## config.mk

```make
export PLATFORM = sky130hd
export DESIGN_NAME = lds_bank
export DESIGN_NICKNAME = d
export VERILOG_FILES = /design/src/hw/lds_bank.v /design/src/hw/lds_parity.v
export VERILOG_INCLUDE_DIRS = /design/src /design/src/inc
export SDC_FILE = /design/constraint.sdc
export NUM_CORES = 1
export LEC_CHECK = 0
export BUFFER_PORTS_ARGS = -buffer_cell sky130_fd_sc_hd__buf_4
export CORE_MARGIN = 5
export CORE_UTILIZATION = 35
export CTS_BUF_LIST = sky130_fd_sc_hd__clkbuf_8
export CTS_CLUSTER_DIAMETER = 50
export DETAILED_ROUTE_END_ITERATION = 8
export GPL_ROUTABILITY_DRIVEN = 0
export MAX_ROUTING_LAYER = met4
export PLACE_DENSITY = 0.64
export SYNTH_ARGS = -nofsm -noshare
export SYNTH_HDL_FRONTEND = slang
export SYNTH_SLANG_ARGS = --single-unit
```

## constraint.sdc

```tcl
create_clock -name CLK_I -period 1.9 [get_ports CLK_I]
set_input_delay 0.19 -clock CLK_I [delete_from_list [all_inputs] [get_ports CLK_I]]
set_output_delay 0.19 -clock CLK_I [all_outputs]
set_load 0.02 [all_outputs]
```

## src/inc/lds_regs.vh

```
// Register map constants for the LED driver status and trim bank
`ifndef LDS_REGS_VH
`define LDS_REGS_VH
`define LDS_ADDR_ON_TIME   5'h12
`define LDS_ADDR_LED_FLT   5'h13
`define LDS_ADDR_CHIP_FLT  5'h14
`define LDS_ADDR_REG_STATE 5'h15
`define LDS_ADDR_RNG1      5'h16
`define LDS_ADDR_RNG2      5'h17
`define LDS_ADDR_DELTA1    5'h18
`define LDS_ADDR_DELTA2    5'h19
`define LDS_ADDR_DELTA3    5'h1a
`define LDS_ADDR_TC_LO     5'h1b
`define LDS_ADDR_TC_HI     5'h1c
`define LDS_ADDR_TC_VER    5'h1d
`define LDS_ADDR_OTP_DATA  5'h1e
`define LDS_ADDR_SILICON_REVISION     5'h1f
`define LDS_PARITY_BIT     8
`define LDS_BIT_OTP_FAIL   7
`define LDS_BIT_FAILSAFE   6
`define LDS_BIT_HW_RESET   5
`define LDS_BIT_IN1        4
`define LDS_BIT_IN2        3
`define LDS_BIT_SERIAL     2
`define LDS_BIT_TSD        1
`define LDS_BIT_TW         0
`define LDS_BIT_OTP_BUSY   4
`define LDS_OP_REFRESH     2'h1
`define LDS_OP_ZAP         2'h2
`define LDS_OTP_DATA_RST   10'h000
`define LDS_FLAGS_RST      6'h00
`define LDS_OTP_REFRESH_CYC 8'h10
`define LDS_OTP_ZAP_CYC     8'h40
`endif

```

## src/hw/lds_bank.v

```verilog
// Read-side status, trim, otp window and revision register bank
`timescale 1ns/1ps
`include "lds_regs.vh"
module lds_bank (
  input  wire        CLK_I,
  input  wire        NRST_I,
  input  wire        RD_STB_I,
  input  wire        WR_STB_I,
  input  wire [4:0]  ADDR_I,
  input  wire [9:0]  WDATA_I,
  output reg  [9:0]  RDATA_O,
  output reg         RVALID_O,
  input  wire [7:0]  CH2_ON_TIME_VALUE_I,
  input  wire        CH1_OPEN_LOAD_I,
  input  wire        CH1_SHORT_I,
  input  wire        CH1_OVERCURRENT_I,
  input  wire        CH2_OPEN_LOAD_I,
  input  wire        CH2_SHORT_I,
  input  wire        CH2_OVERCURRENT_I,
  input  wire        FAILSAFE_ACTIVE_I,
  input  wire        HW_RESET_EVENT_I,
  input  wire        LED_CONTROL_INPUT_ONE_I,
  input  wire        LED_CONTROL_INPUT_TWO_I,
  input  wire        SERIAL_ERROR_I,
  input  wire        THERMAL_SHUTDOWN_I,
  input  wire        THERMAL_WARNING_I,
  input  wire        CH1_MIN_ON_TIME_I,
  input  wire        CH2_MIN_ON_TIME_I,
  input  wire        CH1_REGULATOR_STATE_I,
  input  wire        CH2_REGULATOR_STATE_I,
  input  wire        BOOST_UNDERVOLTAGE_I,
  input  wire [1:0]  OTP_OPERATION_I,
  input  wire        OTP_START_I,
  input  wire [1:0]  OTP_ADDR_I,
  input  wire [39:0] OTP_CELLS_I,
  input  wire        TRIM_LOAD_I,
  input  wire [6:0]  CH1_HOT_RANGE_TRIM_I,
  input  wire [6:0]  CH2_HOT_RANGE_TRIM_I,
  input  wire [23:0] DELTA_TRIM_I,
  input  wire [15:0] TEMPCO_TRIM_I,
  input  wire        TEMPCO_USAGE_SELECT_I,
  output reg         OTP_BUSY_O
);
  parameter [0:0] FAMILY_SEL   = 1'b0;
  parameter [1:0] MASK_VERSION = 2'h0;
  parameter [0:0] VARIANT_SEL  = 1'b0;
  parameter [1:0] METAL_TUNE   = 2'h0;

  localparam [2:0] ST_IDLE    = 3'b001;
  localparam [2:0] ST_REFRESH = 3'b010;
  localparam [2:0] ST_ZAP     = 3'b100;

  // Pin inputs pass two flip-flops
  reg  [1:0] in1_sync;
  reg  [1:0] in2_sync;
  wire       ctrl_in1_level = in1_sync[1];
  wire       ctrl_in2_level = in2_sync[1];

  reg  [5:0] led_flags;
  reg  [4:0] chip_flags;
  reg  [1:0] min_on_flags;
  reg  [9:0] otp_window;
  reg  [2:0] state;
  reg  [7:0] op_count;
  reg  [6:0] ch1_hot_range_trim;
  reg  [6:0] ch2_hot_range_trim;
  reg  [23:0] delta_trim;
  reg  [15:0] tempco_trim;
  reg        tempco_usage_select;
  reg  [9:0] next_rdata;
  reg  [7:0] raw;
  reg        read_led;
  reg        read_chip;
  reg        read_reg;
  wire [9:0] word;
  wire [5:0] led_set;
  wire [1:0] min_set;
  wire       otp_fail_set;

  assign led_set = {CH1_OPEN_LOAD_I, CH1_SHORT_I, CH1_OVERCURRENT_I,
                    CH2_OPEN_LOAD_I, CH2_SHORT_I, CH2_OVERCURRENT_I};
  assign min_set = {CH1_MIN_ON_TIME_I, CH2_MIN_ON_TIME_I};
  assign otp_fail_set = (state == ST_ZAP) & BOOST_UNDERVOLTAGE_I;

  always @(posedge CLK_I or negedge NRST_I) begin
    if (!NRST_I) begin
      in1_sync <= 2'h0;
      in2_sync <= 2'h0;
    end else begin
      in1_sync <= {in1_sync[0], LED_CONTROL_INPUT_ONE_I};
      in2_sync <= {in2_sync[0], LED_CONTROL_INPUT_TWO_I};
    end
  end

  // Read strobes per clear-on-read register; writes never reach storage
  always @* begin
    read_led  = RD_STB_I & (ADDR_I == `LDS_ADDR_LED_FLT);
    read_chip = RD_STB_I & (ADDR_I == `LDS_ADDR_CHIP_FLT);
    read_reg  = RD_STB_I & (ADDR_I == `LDS_ADDR_REG_STATE);
  end

  // Latched flags: set wins over clear on read
  genvar g;
  generate
    for (g = 0; g < 6; g = g + 1) begin : g_led
      always @(posedge CLK_I or negedge NRST_I) begin
        if (!NRST_I) begin
          led_flags[g] <= 1'b0;
        end else if (led_set[g]) begin
          led_flags[g] <= 1'b1;
        end else if (read_led) begin
          led_flags[g] <= 1'b0;
        end
      end
    end
  endgenerate

  always @(posedge CLK_I or negedge NRST_I) begin
    if (!NRST_I) begin
      chip_flags   <= 5'h00;
      min_on_flags <= 2'h0;
    end else begin
      chip_flags <= (read_chip ? 5'h00 : chip_flags)
                    | {otp_fail_set, HW_RESET_EVENT_I, SERIAL_ERROR_I,
                       THERMAL_SHUTDOWN_I, THERMAL_WARNING_I};
      min_on_flags <= (read_reg ? 2'h0 : min_on_flags) | min_set;
    end
  end

  // Trim constants loaded by the factory trim or reset-phase load
  always @(posedge CLK_I or negedge NRST_I) begin
    if (!NRST_I) begin
      ch1_hot_range_trim  <= 7'h00;
      ch2_hot_range_trim  <= 7'h00;
      delta_trim          <= 24'h000000;
      tempco_trim         <= 16'h0000;
      tempco_usage_select <= 1'b0;
    end else if (TRIM_LOAD_I) begin
      ch1_hot_range_trim  <= CH1_HOT_RANGE_TRIM_I;
      ch2_hot_range_trim  <= CH2_HOT_RANGE_TRIM_I;
      delta_trim          <= DELTA_TRIM_I;
      tempco_trim         <= TEMPCO_TRIM_I;
      tempco_usage_select <= TEMPCO_USAGE_SELECT_I;
    end
  end

  // Otp operation sequencer
  always @(posedge CLK_I or negedge NRST_I) begin
    if (!NRST_I) begin
      state      <= ST_IDLE;
      op_count   <= 8'h00;
      otp_window <= `LDS_OTP_DATA_RST;
      OTP_BUSY_O <= 1'b0;
    end else begin
      case (state)
        ST_IDLE: begin
          if (OTP_START_I && OTP_OPERATION_I == `LDS_OP_REFRESH) begin
            state      <= ST_REFRESH;
            op_count   <= `LDS_OTP_REFRESH_CYC;
            OTP_BUSY_O <= 1'b1;
          end else if (OTP_START_I && OTP_OPERATION_I == `LDS_OP_ZAP) begin
            state      <= ST_ZAP;
            op_count   <= `LDS_OTP_ZAP_CYC;
            OTP_BUSY_O <= 1'b1;
          end
        end
        ST_REFRESH: begin
          op_count <= op_count - 8'h01;
          if (op_count == 8'h01) begin
            state      <= ST_IDLE;
            OTP_BUSY_O <= 1'b0;
            otp_window <= OTP_CELLS_I[OTP_ADDR_I * 10 +: 10];
          end
        end
        ST_ZAP: begin
          op_count <= op_count - 8'h01;
          if (op_count == 8'h01) begin
            state      <= ST_IDLE;
            OTP_BUSY_O <= 1'b0;
          end
        end
        default: begin
          state      <= ST_IDLE;
          OTP_BUSY_O <= 1'b0;
        end
      endcase
    end
  end

  // Read data selection
  always @* begin
    case (ADDR_I)
      `LDS_ADDR_ON_TIME:   raw = CH2_ON_TIME_VALUE_I;
      `LDS_ADDR_LED_FLT:   raw = {2'h0, led_flags};
      `LDS_ADDR_CHIP_FLT:  raw = {chip_flags[4], FAILSAFE_ACTIVE_I, chip_flags[3],
                                  ctrl_in1_level, ctrl_in2_level, chip_flags[2:0]};
      `LDS_ADDR_REG_STATE: raw = {3'h0, OTP_BUSY_O, min_on_flags,
                                  CH1_REGULATOR_STATE_I, CH2_REGULATOR_STATE_I};
      `LDS_ADDR_RNG1:      raw = {1'b0, ch1_hot_range_trim};
      `LDS_ADDR_RNG2:      raw = {1'b0, ch2_hot_range_trim};
      `LDS_ADDR_DELTA1:    raw = delta_trim[7:0];
      `LDS_ADDR_DELTA2:    raw = delta_trim[15:8];
      `LDS_ADDR_DELTA3:    raw = delta_trim[23:16];
      `LDS_ADDR_TC_LO:     raw = tempco_trim[7:0];
      `LDS_ADDR_TC_HI:     raw = tempco_trim[15:8];
      `LDS_ADDR_TC_VER:    raw = {7'h00, tempco_usage_select};
      `LDS_ADDR_SILICON_REVISION:     raw = {2'h0, FAMILY_SEL, MASK_VERSION, VARIANT_SEL, METAL_TUNE};
      default:             raw = 8'h00;
    endcase
    if (ADDR_I == `LDS_ADDR_OTP_DATA) begin
      next_rdata = otp_window;
    end else if (ADDR_I == `LDS_ADDR_SILICON_REVISION || ADDR_I < `LDS_ADDR_ON_TIME) begin
      next_rdata = {2'h0, raw};
    end else begin
      next_rdata = word;
    end
  end

  lds_parity u_parity (
    .data_i (raw),
    .word_o (word)
  );

  always @(posedge CLK_I or negedge NRST_I) begin
    if (!NRST_I) begin
      RDATA_O  <= 10'h000;
      RVALID_O <= 1'b0;
    end else begin
      RVALID_O <= RD_STB_I;
      if (RD_STB_I) begin
        RDATA_O <= next_rdata;
      end
    end
  end
endmodule

```

## src/hw/lds_parity.v

```verilog
// Odd parity word builder
`timescale 1ns/1ps
module lds_parity (
  input  wire [7:0] data_i,
  output wire [9:0] word_o
);
  // Parity bit makes the count of ones over nine bits odd
  assign word_o = {1'b0, ~(^data_i), data_i};
endmodule

```

==> impl_metrics.csv <==
group,metric,value,unit
sta,min_period_over_period,0.994,
grt,grt_use_met3,0.0376,
setup_path,worst_path_max_delay_cell,"dfrtp_1",
drt,first_iter_violations,229,
pwr,power.share.clock,0.239,
grt,grt_overflow_total,0,
clock_network,clock-sinks,105,
sta,slew_headroom,0.522,
clock_network,cts_setup_buffers,0,
pwr,p_comb_frac,0.240,
logic_synthesis,synth_cell_types,59,
outcome,status,"complete, no violations",
clock_network,clkTransAtPathRegs,0.09,ns
pwr,internal-power,3.66,mW
setup_path,cp.arrival,2.15,ns
sta,finalSetupTns,0,ns
setup_path,crit_path_max_incr_delay,0.39,ns
floorplanning,start_util,0.358,
sta,rsz0062_at_grt,"yes",
place,portBuffers,146,
finish,postLayoutCellArea,7050,um2
logic_synthesis,ys_warn_count,0,
pwr,power.density,731,nW/um2
floorplanning,num_io_pins,158,
sta,min_period,1.89,ns
clock_network,clk_path_buf_depth,2,
setup_path,crit_type,"reg2reg",
drt,ant_nets,0,
logic_synthesis,ys_seq_elements,105,
clock_network,cts_root_buf,"clkbuf_8",
logic_synthesis,synth-main-ff-cell,"dfrtp_1",
finish,drive_above_1_share,0.476,
drt,finalWirelength,14.3,mm
finish,ff_latch_area,2630,um2
min_path,hp-class,"in2reg",
finish,num-nets-final,766,
finish,nFillCells,1348,
floorplanning,fp-row-count,44,
setup_path,path_max_fanout,2,
drt,vias_per_cell,5.14,
logic_synthesis,synth_nets,583,
setup_path,crit_path_start_kind,"flip-flop",
min_path,hold_depth,2,
place,hpwl,11.0,mm
pwr,p_leak,3.12,nW
grt,grt_use_met2,0.266,
logic_synthesis,ys_seq_area_frac,0.501,
place,dpl_cell_area,6710,um2
pwr,p_sw_frac,0.290,
setup_path,worstRegToRegCells,8,
clock_network,clk_latency,0.38,ns
finish,area_growth,34.4,%
logic_synthesis,ys_async_sr_fraction,1.00,
floorplanning,core_area,14600,um2
logic_synthesis,synth_edf_count,0,
grt,grt_pass1_vias,4383,
setup_path,critPathRequiredTime,2.16,ns
floorplanning,fp.dieW,132,um
setup_path,worst_path_most_repeated_cell,"xnor2_2",
floorplanning,die_area,17500,um2
sta,fmax,530,MHz
sta,worst_pin_slew,0.717,ns
setup_path,critPathCaptureType,"flip-flop",
clock_network,cts_buffers,9,
drt,drc,0,
pwr,pwr-share-seq,0.522,
run,maxCapViolCount,0,
clock_network,cts_tree,"built",
grt,grt_pass1_wl,22.8,mm
pwr,vdd_drop_max,349,uV
finish,multi_input_area,2480,um2
logic_synthesis,synth_area,5250,um2
finish,antenna_cells,0,
sta,hold_viol,0,
grt,antenna_found_initial,0,
logic_synthesis,syn_avg_cell_area,12.1,um2
sta,drv_slew,0,
grt,grt_start_max_net_pins,106,
grt,busiest_layer,"met2",
sta,hold_slack,0.0282,ns
setup_path,crit_chain,"mux2_4 -> a221oi_2 -> a21oi_2 -> nor4_4 -> xnor2_2 -> xnor2_2 -> xnor2_1 -> o21ai_1",
clock_network,h-tree-depth,3,
drt,drtPass1Iterations,4,
sta,setup_violations,0,
pwr,p_sw,1.50,mW
sta,finalClockSkew,0.00839,ns
floorplanning,die_h,132,um
drt,post_drt_wl_per_cell,17.8,um
grt,grt_util_met1,0.217,
grt,grt.total_usage,0.170,
drt,via_count,4141,
logic_synthesis,syn_inst,435,
[metal layers]
| metal | wire length (um) | part of all wire | vias up |
|---|---|---|---|
| li1 | - | - | 1960 |
| met1 | 6230 | 0.43 | 2041 |
| met2 | 6990 | 0.49 | 117 |
| met3 | 773 | 0.054 | 23 |
| met4 | 352 | 0.025 | 0 |
| met5 | 0 | 0 | - |
[cells in the mapped netlist (all sizes together) (2+ instances only)]
master	number	share of area
o22ai	2	0.0024
clkbuf	10	0.0072
a31oi	13	0.016
nor3b	4	0.0067
nor3	4	0.0048
inv	4	0.0029
nor2b	6	0.0086
a21oi	15	0.014
nand4	9	0.011
o21ai	9	0.0086
or3	2	0.0024
nand2b	3	0.0036
nand3b	4	0.0057
nand2	25	0.018
a22oi	7	0.010
mux4	11	0.047
dfrtp	104	0.50
xnor2	5	0.0098
mux2i	11	0.021
a21o	14	0.020
and3	4	0.0048
nor2	29	0.022
buf	16	0.022
xor2	5	0.0098
nand3	24	0.023
mux2	73	0.16
ha	2	0.0048
[worst max-delay path: cells and delay by family (launching register included)]
kind             cells  cell delay, ns
AO/OA/AOI/OAI        3            0.46
flip-flops           1            0.39
multiplexers         1            0.28
XOR/XNOR             3            0.44
AND/OR/NAND/NOR      1            0.22
[final timing paths]
kind | slack (ns) | endpoint | from
worst max-delay path | 0.01 | RDATA_O[8] | led_flags[3]
worst min-delay path | 0.03 | state[1] | OTP_OPERATION_I[1]
worst max register to register | 0.01 | RDATA_O[8] | led_flags[3]
worst min register to register | 0.35 | in1_sync[1] | in1_sync[0]
max in group asynchronous | 1.07 | RDATA_O[2] | NRST_I
min in group asynchronous | 0.41 | tempco_usage_select | NRST_I
[metrics by stage]
step           setup slack (ns)  cells  power (mW)  utilization
5_1_grt                 -0.0883    806        5.43        0.481
3_3_place_gp             -0.150    776        3.90        0.458
2_1_floorplan             0.136    435        3.35            -
4_1_cts                 0.00367    806        5.21        0.481
3_5_place_dp             -0.257    776        3.94        0.458
6_report                 0.0115    806        5.15        0.481
[sequential cells by signal, summed over array words and instances (netlist names), 3 cells and up]
signal	count
led_flags	6
state	3
otp_window	10
op_count	8
tempco_trim	16
chip_flags	5
delta_trim	24
RDATA_O	10
ch1_hot_range_trim	7
ch2_hot_range_trim	7
[cells by family after synthesis]
group	share of synthesized area
simple gates	0.126
flops	0.501
mux	0.225
compound gates	0.0916
buf+inv	0.0324
xor+xnor	0.0196
fa+ha+maj	0.00477
[power by group through the flow]
stage	logic, mW	clock network, mW	registers [mW]
floorplan	0.653	0	2.70
global placement	1.18	0	2.72
detailed placement	1.21	0	2.73
CTS	1.25	1.28	2.69
global route	1.35	1.35	2.72
finish	1.23	1.23	2.69
[repair_timing]
item | CTS | global route
hold endpoints to repair | 118 | 0
setup endpoints to repair | 1 | 2
hold buffers | 15 | 0
pin swaps | 2 | 0
gates resized for setup | 3 | 3
[layout by cell type, fill, tap and decap left out, types with 4 or more instances in the layout]
| master | synthesis | routed |
|---|---|---|
| nand2_1 | 24 | 24 |
| nor2b_1 | 5 | 5 |
| nand4_1 | 9 | 9 |
| clkbuf_8 | 0 | 10 |
| xor2_1 | 4 | 4 |
| a22oi_1 | 7 | 6 |
| nand3_1 | 24 | 24 |
| buf_4 | 3 | 182 |
| o21ai_0 | 7 | 7 |
| a21oi_1 | 15 | 14 |
| mux4_2 | 11 | 11 |
| a21o_1 | 14 | 14 |
| inv_1 | 4 | 6 |
| nor2_1 | 27 | 27 |
| mux2_2 | 71 | 70 |
| nand3b_1 | 4 | 4 |
| dfrtp_1 | 104 | 104 |
| dlygate4sd3_1 | 0 | 15 |
| mux2i_1 | 11 | 11 |
| and3_1 | 4 | 4 |
| a31oi_1 | 13 | 13 |
[layout make-up]
class / count / area share
tap: 184 / 0.0327
clock inverter: 5 / 0.00355
timing repair buffer: 198 / 0.218
clock buffer: 10 / 0.0195
inverter: 4 / 0.00213
sequential: 105 / 0.373
multi-input combinational: 300 / 0.351
No activity file was read; power rests on OpenSTA's default activity.
